[config.mk]
export PLATFORM = sky130hd
export DESIGN_NAME = udc_ctrl_host_flat
export DESIGN_NICKNAME = d
export VERILOG_FILES = /design/src/design/udc_pkg.sv /design/src/design/udc_link_if.sv /design/src/design/udc_ctrl_host.sv /design/src/flat_wrapper.sv
export VERILOG_INCLUDE_DIRS = /design/src /design/src/design
export SDC_FILE = /design/constraint.sdc
export NUM_CORES = 1
export LEC_CHECK = 0
export BUFFER_PORTS_ARGS = -buffer_cell sky130_fd_sc_hd__buf_2
export CAP_MARGIN = 20
export CELL_PAD_IN_SITES_DETAIL_PLACEMENT = 1
export CELL_PAD_IN_SITES_GLOBAL_PLACEMENT = 1
export CORE_MARGIN = 2
export CORE_UTILIZATION = 37
export CTS_BUF_LIST = sky130_fd_sc_hd__clkbuf_8
export DETAILED_ROUTE_END_ITERATION = 16
export PLACE_DENSITY_LB_ADDON = 0.1
export SYNTH_ARGS = -nofsm -noshare
export SYNTH_HDL_FRONTEND = slang
export SYNTH_SLANG_ARGS = --single-unit
[constraint.sdc]
create_clock -name sys_clk -period 2.73 [get_ports sys_clk]
set_input_delay 0.273 -clock sys_clk [delete_from_list [all_inputs] [get_ports sys_clk]]
set_output_delay 0.273 -clock sys_clk [all_outputs]
set_load 0.005 [all_outputs]
[src/design/udc_params.svh]
// constants for the up/down counter and its controller
`ifndef UDC_PARAMS_SVH
`define UDC_PARAMS_SVH
`define UDC_CNT_W 4
`define UDC_CNT_MAX 4'hF
`define UDC_CNT_MIN 4'h0
`define UDC_CNT_RST 4'h0
`define UDC_CNT_ONE 4'h1
// controller register offsets
`define UDC_OFS_CTRL 8'h00
`define UDC_OFS_PRESET 8'h04
`define UDC_OFS_DIV 8'h08
`define UDC_OFS_STATUS 8'h0C
`define UDC_OFS_INTSTAT 8'h10
`define UDC_OFS_INTMASK 8'h14
// control bits
`define UDC_CTRL_RUN 0
`define UDC_CTRL_ENA 1
`define UDC_CTRL_DOWN 2
`define UDC_CTRL_PRESET 3
// status bits
`define UDC_ST_LIMIT 4
`define UDC_ST_CARRY_N 5
// interrupt bits
`define UDC_INT_W 2
`define UDC_INT_LIMIT 0
`define UDC_INT_CARRY 1
// clock divider: half period of the counter clock in sys_clk cycles
`define UDC_DIV_RST 8'h04
`define UDC_DIV_MIN 8'h03
`endif

[src/design/udc_pkg.sv]
// types shared by the counter and its controller
package udc_pkg;
    typedef enum logic [3:0]
    {
        UDC_PRESET = 4'h1,
        UDC_HOLD = 4'h2,
        UDC_UP = 4'h4,
        UDC_DOWN = 4'h8
    } udc_mode_type;
    typedef enum logic [2:0]
    {
        UDC_CG_IDLE = 3'h1,
        UDC_CG_LOW = 3'h2,
        UDC_CG_HIGH = 3'h4
    } udc_cg_type;
endpackage

[src/design/udc_link_if.sv]
// pins between the counter stage and the logic that drives it
`timescale 1ns/1ns
interface udc_link_if
(
    input wire logic sys_clk
);
    logic clockIn;
    logic countEnableN;
    logic countDown;
    logic presetStrobeN;
    logic [3:0] presetValue;
    logic [3:0] countValue;
    logic limitReached;
    logic rippleCarryN;
    modport dev
    (
        input clockIn, countEnableN, countDown, presetStrobeN, presetValue,
        output countValue, limitReached, rippleCarryN
    );
    modport host
    (
        output clockIn, countEnableN, countDown, presetStrobeN, presetValue,
        input countValue, limitReached, rippleCarryN
    );
endinterface

[src/design/udc_ctrl_host.sv]
// apb controller that clocks, steers and watches one counter stage
`timescale 1ns/1ns
`include "udc_params.svh"
module udc_ctrl_host
    import udc_pkg::*;
(
    input wire logic sys_clk,
    input wire logic rst_n,
    input wire logic psel,
    input wire logic penable,
    input wire logic pwrite,
    input wire logic [7:0] paddr,
    input wire logic [31:0] pwdata,
    output logic [31:0] prdata,
    output logic pready,
    output logic pslverr,
    output logic irq,
    udc_link_if.host link
);

    // ==========================================================
    // state
    logic [3:0] ctrl_q, ctrl_d;
    logic [3:0] preset_q, preset_d;
    logic [7:0] div_q, div_d;
    logic [1:0] intStat_q, intStat_d;
    logic [1:0] intMask_q, intMask_d;
    logic [31:0] rdata_q, rdata_d;
    logic ready_q, ready_d;
    logic err_q, err_d;
    logic irq_q, irq_d;
    udc_cg_type cg_q, cg_d;
    logic [7:0] half_q, half_d;
    logic clk_q, clk_d;
    logic enaN_q, enaN_d;
    logic down_q, down_d;
    logic presetN_q, presetN_d;
    logic limPrev_q, limPrev_d;
    logic carPrev_q, carPrev_d;
    logic setup, access;
    logic mapped;
    logic [31:0] rv;
    logic [7:0] halfLen;
    logic [1:0] events;

    // ==========================================================
    // next state
    always_comb
    begin
        setup = psel & ~penable;
        access = psel & penable & ready_q;
        mapped = 1'b1;
        rv = 32'h00000000;
        if (paddr == `UDC_OFS_CTRL)
        begin
            rv[3:0] = ctrl_q;
        end
        else if (paddr == `UDC_OFS_PRESET)
        begin
            rv[3:0] = preset_q;
        end
        else if (paddr == `UDC_OFS_DIV)
        begin
            rv[7:0] = div_q;
        end
        else if (paddr == `UDC_OFS_STATUS)
        begin
            rv[3:0] = link.countValue;
            rv[`UDC_ST_LIMIT] = link.limitReached;
            rv[`UDC_ST_CARRY_N] = link.rippleCarryN;
        end
        else if (paddr == `UDC_OFS_INTSTAT)
        begin
            rv[1:0] = intStat_q;
        end
        else if (paddr == `UDC_OFS_INTMASK)
        begin
            rv[1:0] = intMask_q;
        end
        else
        begin
            mapped = 1'b0;
        end
        ready_d = setup;
        rdata_d = setup ? rv : rdata_q;
        err_d = setup ? ~mapped : err_q;
        ctrl_d = ctrl_q;
        preset_d = preset_q;
        div_d = div_q;
        intMask_d = intMask_q;
        if (access && pwrite && mapped)
        begin
            if (paddr == `UDC_OFS_CTRL)
            begin
                ctrl_d = pwdata[3:0];
            end
            else if (paddr == `UDC_OFS_PRESET)
            begin
                preset_d = pwdata[3:0];
            end
            else if (paddr == `UDC_OFS_DIV)
            begin
                div_d = pwdata[7:0];
            end
            else if (paddr == `UDC_OFS_INTMASK)
            begin
                intMask_d = pwdata[1:0];
            end
        end
        // the flag is sampled for its edge here and read as a level in status, never used as a clock
        events[`UDC_INT_LIMIT] = link.limitReached & ~limPrev_q;
        events[`UDC_INT_CARRY] = ~link.rippleCarryN & carPrev_q;
        limPrev_d = link.limitReached;
        carPrev_d = link.rippleCarryN;
        intStat_d = intStat_q;
        // clear only what the read returned; a new event still wins
        if (access && !pwrite && paddr == `UDC_OFS_INTSTAT)
        begin
            intStat_d = intStat_q & ~rdata_q[1:0];
        end
        intStat_d = intStat_d | events;
        irq_d = |(intStat_d & intMask_d);
        // short half periods are stretched so the carry settles
        halfLen = (div_q < `UDC_DIV_MIN) ? `UDC_DIV_MIN : div_q;
        cg_d = cg_q;
        half_d = half_q;
        clk_d = clk_q;
        enaN_d = enaN_q;
        down_d = down_q;
        presetN_d = ~ctrl_q[`UDC_CTRL_PRESET];
        case (cg_q)
            UDC_CG_IDLE:
            begin
                clk_d = 1'b0;
                // clock stopped: controls may move freely
                enaN_d = ~ctrl_q[`UDC_CTRL_ENA];
                down_d = ctrl_q[`UDC_CTRL_DOWN];
                if (ctrl_q[`UDC_CTRL_RUN])
                begin
                    cg_d = UDC_CG_LOW;
                    half_d = halfLen;
                end
            end
            UDC_CG_LOW:
            begin
                half_d = half_q - 8'h01;
                if (half_q == 8'h01)
                begin
                    cg_d = UDC_CG_HIGH;
                    clk_d = 1'b1;
                    half_d = halfLen;
                end
            end
            UDC_CG_HIGH:
            begin
                half_d = half_q - 8'h01;
                if (half_q == 8'h01)
                begin
                    clk_d = 1'b0;
                    // change controls at the fall, far from the next rise
                    enaN_d = ~ctrl_q[`UDC_CTRL_ENA];
                    down_d = ctrl_q[`UDC_CTRL_DOWN];
                    half_d = halfLen;
                    cg_d = ctrl_q[`UDC_CTRL_RUN] ? UDC_CG_LOW : UDC_CG_IDLE;
                end
            end
            default:
            begin
                cg_d = UDC_CG_IDLE;
            end
        endcase
    end

    // ==========================================================
    // registers
    always_ff @(posedge sys_clk)
    begin
        if (!rst_n)
        begin
            ctrl_q <= 4'h0;
            preset_q <= 4'h0;
            div_q <= `UDC_DIV_RST;
            intStat_q <= 2'h0;
            intMask_q <= 2'h0;
            rdata_q <= 32'h00000000;
            ready_q <= 1'b0;
            err_q <= 1'b0;
            irq_q <= 1'b0;
            cg_q <= UDC_CG_IDLE;
            half_q <= 8'h00;
            clk_q <= 1'b0;
            enaN_q <= 1'b1;
            down_q <= 1'b0;
            presetN_q <= 1'b1;
            limPrev_q <= 1'b0;
            carPrev_q <= 1'b1;
        end
        else
        begin
            ctrl_q <= ctrl_d;
            preset_q <= preset_d;
            div_q <= div_d;
            intStat_q <= intStat_d;
            intMask_q <= intMask_d;
            rdata_q <= rdata_d;
            ready_q <= ready_d;
            err_q <= err_d;
            irq_q <= irq_d;
            cg_q <= cg_d;
            half_q <= half_d;
            clk_q <= clk_d;
            enaN_q <= enaN_d;
            down_q <= down_d;
            presetN_q <= presetN_d;
            limPrev_q <= limPrev_d;
            carPrev_q <= carPrev_d;
        end
    end

    // ==========================================================
    // outputs
    assign prdata = rdata_q;
    assign pready = ready_q;
    assign pslverr = err_q;
    assign irq = irq_q;
    assign link.clockIn = clk_q;
    assign link.countEnableN = enaN_q;
    assign link.countDown = down_q;
    assign link.presetStrobeN = presetN_q;
    assign link.presetValue = preset_q;

endmodule

[src/flat_wrapper.sv]
// flat-port wrapper written by rule: the top's interface ports become plain ports
module udc_ctrl_host_flat import udc_pkg::*;
  (sys_clk, rst_n, psel, penable, pwrite, paddr, pwdata, prdata, pready, pslverr, irq, link_clockIn, link_countEnableN, link_countDown, link_presetStrobeN, link_presetValue, link_countValue, link_limitReached, link_rippleCarryN);
  udc_link_if link_i (.sys_clk(sys_clk));
  input wire logic sys_clk;
  input wire logic rst_n;
  input wire logic psel;
  input wire logic penable;
  input wire logic pwrite;
  input wire logic [7:0] paddr;
  input wire logic [31:0] pwdata;
  output logic [31:0] prdata;
  output logic pready;
  output logic pslverr;
  output logic irq;
  output wire logic [$bits(link_i.clockIn)-1:0] link_clockIn;
  output wire logic [$bits(link_i.countEnableN)-1:0] link_countEnableN;
  output wire logic [$bits(link_i.countDown)-1:0] link_countDown;
  output wire logic [$bits(link_i.presetStrobeN)-1:0] link_presetStrobeN;
  output wire logic [$bits(link_i.presetValue)-1:0] link_presetValue;
  input wire logic [$bits(link_i.countValue)-1:0] link_countValue;
  input wire logic [$bits(link_i.limitReached)-1:0] link_limitReached;
  input wire logic [$bits(link_i.rippleCarryN)-1:0] link_rippleCarryN;
  assign link_clockIn = link_i.clockIn;
  assign link_countEnableN = link_i.countEnableN;
  assign link_countDown = link_i.countDown;
  assign link_presetStrobeN = link_i.presetStrobeN;
  assign link_presetValue = link_i.presetValue;
  assign link_i.countValue = link_countValue;
  assign link_i.limitReached = link_limitReached;
  assign link_i.rippleCarryN = link_rippleCarryN;
  udc_ctrl_host u_core (.sys_clk(sys_clk), .rst_n(rst_n), .psel(psel), .penable(penable), .pwrite(pwrite), .paddr(paddr), .pwdata(pwdata), .prdata(prdata), .pready(pready), .pslverr(pslverr), .irq(irq), .link(link_i));
endmodule
==> results of run 1 <==
==> Yosys cell counts (all sizes together), types with 6 or more instances <==
| cell | n | area [sq um] |
|---|---|---|
| a22oi | 9 | 67.6 |
| nor4 | 10 | 92.6 |
| nor3 | 8 | 40.0 |
| nand2b | 8 | 50.1 |
| mux2i | 24 | 240 |
| nor2b | 8 | 50.1 |
| nor2 | 29 | 109 |
| nand3 | 10 | 50.1 |
| clkbuf | 13 | 48.8 |
| buf | 28 | 205 |
| dfxtp | 48 | 961 |
| o21ai | 9 | 45.0 |
| a31oi | 6 | 37.5 |
| nand2 | 18 | 67.6 |
| a21oi | 18 | 90.1 |
==> per-layer routing <==
| metal | global-route usage | share of wire | vias up |
|---|---|---|---|
| met2 | 0.302 | 0.46 | 48 |
| met4 | 0.0496 | 0.0071 | 0 |
| met5 | 0 | 0 | - |
| li1 | - | - | 1151 |
| met3 | 0.0302 | 0.043 | 5 |
| met1 | 0.249 | 0.49 | 1125 |
==> cell usage in the layout (no fill, tap or decap), drive strengths merged, types with 9 or more instances in the layout <==
master,n
conb,24
mux2i,24
nand2,18
o21ai,9
dfxtp,48
nand3,10
buf,53
a22oi,9
nor4,10
a21oi,18
nor2,29
==> sequential cells by signal (all words and copies together), names as in the netlist, 2 cells and up <==
signal                   cells
u_core.div_q                 8
u_core.half_q                8
u_core.prdata                8
u_core.ctrl_q                4
u_core.link.presetValue      4
u_core.cg_q                  3
u_core.intMask_q             2
u_core.intStat_q             2
==> logic make-up (layout without fill, tap and decap cells) <==
family	after synthesis	in the layout	share of synthesized area
XOR/XNOR	3	3	0.0101
AO/OA/AOI/OAI	72	72	0.185
buffers and inverters	48	68	0.107
AND/OR/NAND/NOR	108	108	0.227
other	1	24	0.00143
multiplexers	24	24	0.0919
adder cells (fa/ha/maj)	2	2	0.00957
flip-flops	48	48	0.368
==> final timing paths <==
| check | startpoint | endpoint | slack (ps) | depth (start not counted) |
|---|---|---|---|---|
| worst max-delay path | u_core.half_q[0] | u_core.half_q[0] | 380 | 5 |
| worst min-delay path | link_rippleCarryN | u_core.carPrev_q | 200 | 2 |
| worst max register to register | u_core.half_q[0] | u_core.half_q[0] | 380 | 5 |
| worst min register to register | u_core.ctrl_q[3] | u_core.link.presetStrobeN | 420 | 1 |
==> where the power goes <==
group | switching (mW) | internal (mW)
Combinational | 0.0589 | 0.0333
Clock | 0.251 | 0.269
Sequential | 0.00289 | 0.705
Total | 0.312 | 1.01
==> metrics by stage <==
step	cell area (sq um)	util	setup slack [ps]
2_1_floorplan	2700	-	651
3_3_place_gp	2850	0.417	428
3_5_place_dp	2850	0.417	423
4_1_cts	2960	0.433	402
5_1_grt	2960	0.433	263
6_report	2960	0.433	376
==> critical path, cell delays in order, from the launching register on <==
cell	delay, ps
dfxtp_1	490
ha_1	240
or4b_2	700
o211ai_1	450
a21oi_1	130
o211a_1	240
==> layout make-up <==
| cell class | instances | area [sq um] |
|---|---|---|
| timing repair buffer | 53 | 285 |
| clock inverter | 3 | 38.8 |
| multi-input combinational | 233 | 1460 |
| fill | 893 | 3870 |
| clock buffer | 5 | 68.8 |
| sequential | 48 | 961 |
| tap | 96 | 120 |
| inverter | 7 | 26.3 |
==> impl_metrics.yaml, run 1 <==
status:
  outcome: "finished clean"
route:
  vias: 2329
  postRouteAntennaNets: 0
  wirelength_mm: 6.94
  drtIter0Drc: 90
  vias_per_cell: 5.23
  dr.pass1.iters: 6
  drc: 0
  post_drt_wl_per_cell_microns: 15.6
power_and_ir_drop:
  peakVddDrop_mv: 0.250
  finalPower_mw: 1.32
  powerDensity_nw_per_um2: 446
  p_leak_nw: 1.20
clock_tree:
  post_cts_buffers: 0
  cts.clk_slew.worst_paths_ps: 90
  tritoncts: "built"
  cts_resized: 0
  cts_max_path_buffers: 2
  h-tree-depth: 2
  clock_sink_count: 48
  numCtsBuffers: 5
  insertion_delay_ps: 300
  hold_buffers: 0
  cts_root_buf: "clkbuf_8"
logic_synthesis:
  ys_async_sr_fraction: 0
  synth_edf_count: 0
  synth_ff_type: "dfxtp_1"
  syn-cell-area_sq_um: 2610
  yosysSeqAreaShare: 0.368
  ys_ff_latch: 48
  post_synth.cell_area_avg_sq_um: 8.54
  synth_cells: 306
  yosysUniqueCellTypes: 53
  yosysWarnings: 0
floorplan:
  die_w_microns: 88.1
  core_area_sq_um: 6830
  rows: 30
  io-pin-count: 94
  initial_core_util: 0.383
  die_h_microns: 88.1
  die_area_sq_um: 7750
final_layout:
  fin_cells: 445
  area_growth_pct: 13.2
  final_nets: 401
  drive_above_1_share: 0.189
  num_antenna_cells: 0
timing:
  setup_viol: 0
  finalClockSkew_ps: 10.0
  post-route-period-util: 0.862
  min_period_ps: 2350
  setup_tns_ps: 0
  tightest_slew_ps: 658
  maxSlewHeadroom: 0.561
  hold_ws_ps: 202
  timing.final.hold_violations: 0
  max_freq_mhz: 425
  slew_viol_final: 0
  rsz0062_at_grt: "false"
critical_path:
  crit_type: "reg2reg"
  crit_path_end_kind: "flop"
  crit_fanout: 8
  critPathArrivalTime_ps: 2550
  critical_path.startpoint_type: "flop"
  required_ps: 2920
place:
  place_congestion: 0.812
  dpl.cell_count: 437
  hpwlAfterDp_mm: 5.16
  port_buffers: 45
grt:
  grt_use_total: 0.183
  grt_pass1_vias: 2217
  grt-ovfl-total: 0
  antenna_found_initial: 0
  grt_pass1_wl_mm: 11.0
  grt_start_max_net_pins: 23
hold_path:
  hold_class: "in2reg"
flow_run:
  maxCapViolCount: 0
Note: power is estimated with default switching activity, not from simulation.
==> run 2: changes to the inputs <==
CORE_ASPECT_RATIO = 1.1   (was unset)
==> run 2 against run 1 <==
Compared with the run above: clock-buffer cell count is the same; clock power is 1% higher; clock skew is 1.8 ps higher; sequential power barely moved; non-clock buffer count grew 2; sequential share of layout area about the same; cell count fell by 2.0%; wire length increased by 5.6%; fmax grew 0.54%; first-iteration DRC count decreased by 5.6%; critical path depth unchanged; via count rose by 0.99%.
==> impl_metrics.yaml, run 2 (synthesis gave the netlist of run 1 again) <==
status:
  outcome: "finished clean"
route:
  postRouteAntennaNets: 0
  dr.pass1.iters: 4
  vias: 2352
  drtIter0Drc: 85
  vias_per_cell: 5.39
  drc: 0
  post_drt_wl_per_cell_microns: 16.8
  wirelength_mm: 7.32
critical_path:
  critPathTopFamily: "compound AO/OA/AOI/OAI gates"
  crit_path_end_kind: "flop"
  reg2reg_slack_ps: 390
  required_ps: 2950
  r2r-end: "u_core.half_q[0]"
  crit_chain: "ha_1 -> or4b_2 -> o211ai_1 -> a21oi_1 -> o211a_1"
  slowest_delay_ps: 680
  crit_fanout: 8
  crit_buf_inv: 0
  setup.worst_path.start: "u_core.half_q[0]"
  critical_path.startpoint_type: "flop"
  critPathArrivalTime_ps: 2560
  worstRegToRegCells: 5
  r2r_start: "u_core.half_q[0]"
  cp_slowest_cell: "or4b_2"
  crit_type: "reg2reg"
floorplan:
  initial_core_util: 0.377
  rows: 32
  die_area_sq_um: 7750
  die_w_microns: 84.1
  core_area_sq_um: 6930
  io-pin-count: 94
  die_h_microns: 92.2
power_and_ir_drop:
  swShare: 0.240
  sequentialPowerShare: 0.534
  p_leak_nw: 1.21
  powerDensity_nw_per_um2: 448
  peakVddDrop_mv: 0.209
  clkPwrFrac: 0.395
  power_frac_comb: 0.070
  power.internal_mw: 1.01
  power_switching_mw: 0.319
place:
  port_buffers: 45
  place_congestion: 0.822
  post-place-ws_ps: 428
  hpwlAfterDp_mm: 5.55
clock_tree:
  post_cts_buffers: 0
  clock_sink_count: 48
  tritoncts: "built"
  cts_root_buf: "clkbuf_8"
  numCtsBuffers: 5
  cts.clk_slew.worst_paths_ps: 100
  hold_buffers: 0
  cts_max_path_buffers: 2
  cts_resized: 0
  insertion_delay_ps: 320
  h-tree-depth: 2
timing:
  timing.final.hold_violations: 0
  slew_viol_final: 0
  hold_ws_ps: 190
  rsz0062_at_grt: "false"
  finalClockSkew_ps: 11.8
  setup_tns_ps: 0
  worst_slack_ps: 388
  tightest_slew_ps: 682
  post-route-period-util: 0.858
  max_freq_mhz: 427
  min_period_ps: 2340
  maxSlewHeadroom: 0.545
  setup_viol: 0
grt:
  grt_pass1_vias: 2338
  grt_start_max_net_pins: 18
  grt_use_total: 0.195
  antenna_found_initial: 0
  grt-ovfl-total: 0
  grt_pass1_wl_mm: 12.0
hold_path:
  min_to: "u_core.carPrev_q"
  holdPathStages: 2
  hold_class: "in2reg"
  min_from: "link_rippleCarryN"
final_layout:
  drive_above_1_share: 0.194
  mostFrequentLayoutCell: "dfxtp_1"
  final_nets: 403
  mostFrequentLayoutCells: "dfxtp_1 (48), buf_2 (45), nor2_1 (29)"
  area_growth_pct: 13.3
  num_antenna_cells: 0
flow_run:
  maxCapViolCount: 0
==> run 2: cell count changes in the layout (fill, tap and decap cells not counted), sizes merged <==
cell,delta
buf,+2
==> run 2: worst max-delay path by stage <==
stage	endpoint	cells past startpoint
global placement	u_core.half_q[0]	5
detailed placement	u_core.half_q[0]	5
finish	u_core.half_q[0]	5
global route	u_core.half_q[0]	5
floorplan	u_core.half_q[0]	6
CTS	u_core.half_q[0]	5
==> run 2: through the flow <==
step | instances | util | total power [mW] | area (sq um)
2_1_floorplan | 329 | - | 0.801 | 2700
3_3_place_gp | 428 | 0.412 | 0.818 | 2850
3_5_place_dp | 428 | 0.412 | 0.819 | 2850
4_1_cts | 436 | 0.427 | 1.35 | 2960
5_1_grt | 436 | 0.427 | 1.38 | 2960
6_report | 436 | 0.427 | 1.33 | 2960
==> run 2: power by group through the flow <==
stage	Clock, mW	Combinational [mW]	Sequential (mW)
after global placement	0	0.0929	0.725
after global routing	0.565	0.105	0.709
final	0.524	0.0934	0.708
after floorplan	0	0.0774	0.724
after CTS	0.544	0.0941	0.709
after detailed placement	0	0.0940	0.725
==> run 2: final cells by class <==
| type | count | area [sq um] |
|---|---|---|
| clock buffer | 5 | 68.8 |
| tap | 85 | 106 |
| fill | 885 | 3970 |
| clock inverter | 3 | 38.8 |
| sequential | 48 | 961 |
| multi-input combinational | 233 | 1460 |
| timing repair buffer | 55 | 300 |
| inverter | 7 | 26.3 |
==> run 2: metal layers <==
metal,share of wire,global-route usage,wire length (microns)
met5,0,0,0
met3,0.027,0.0306,198
met2,0.51,0.343,3730
met1,0.45,0.240,3260
met4,0.018,0.0672,131
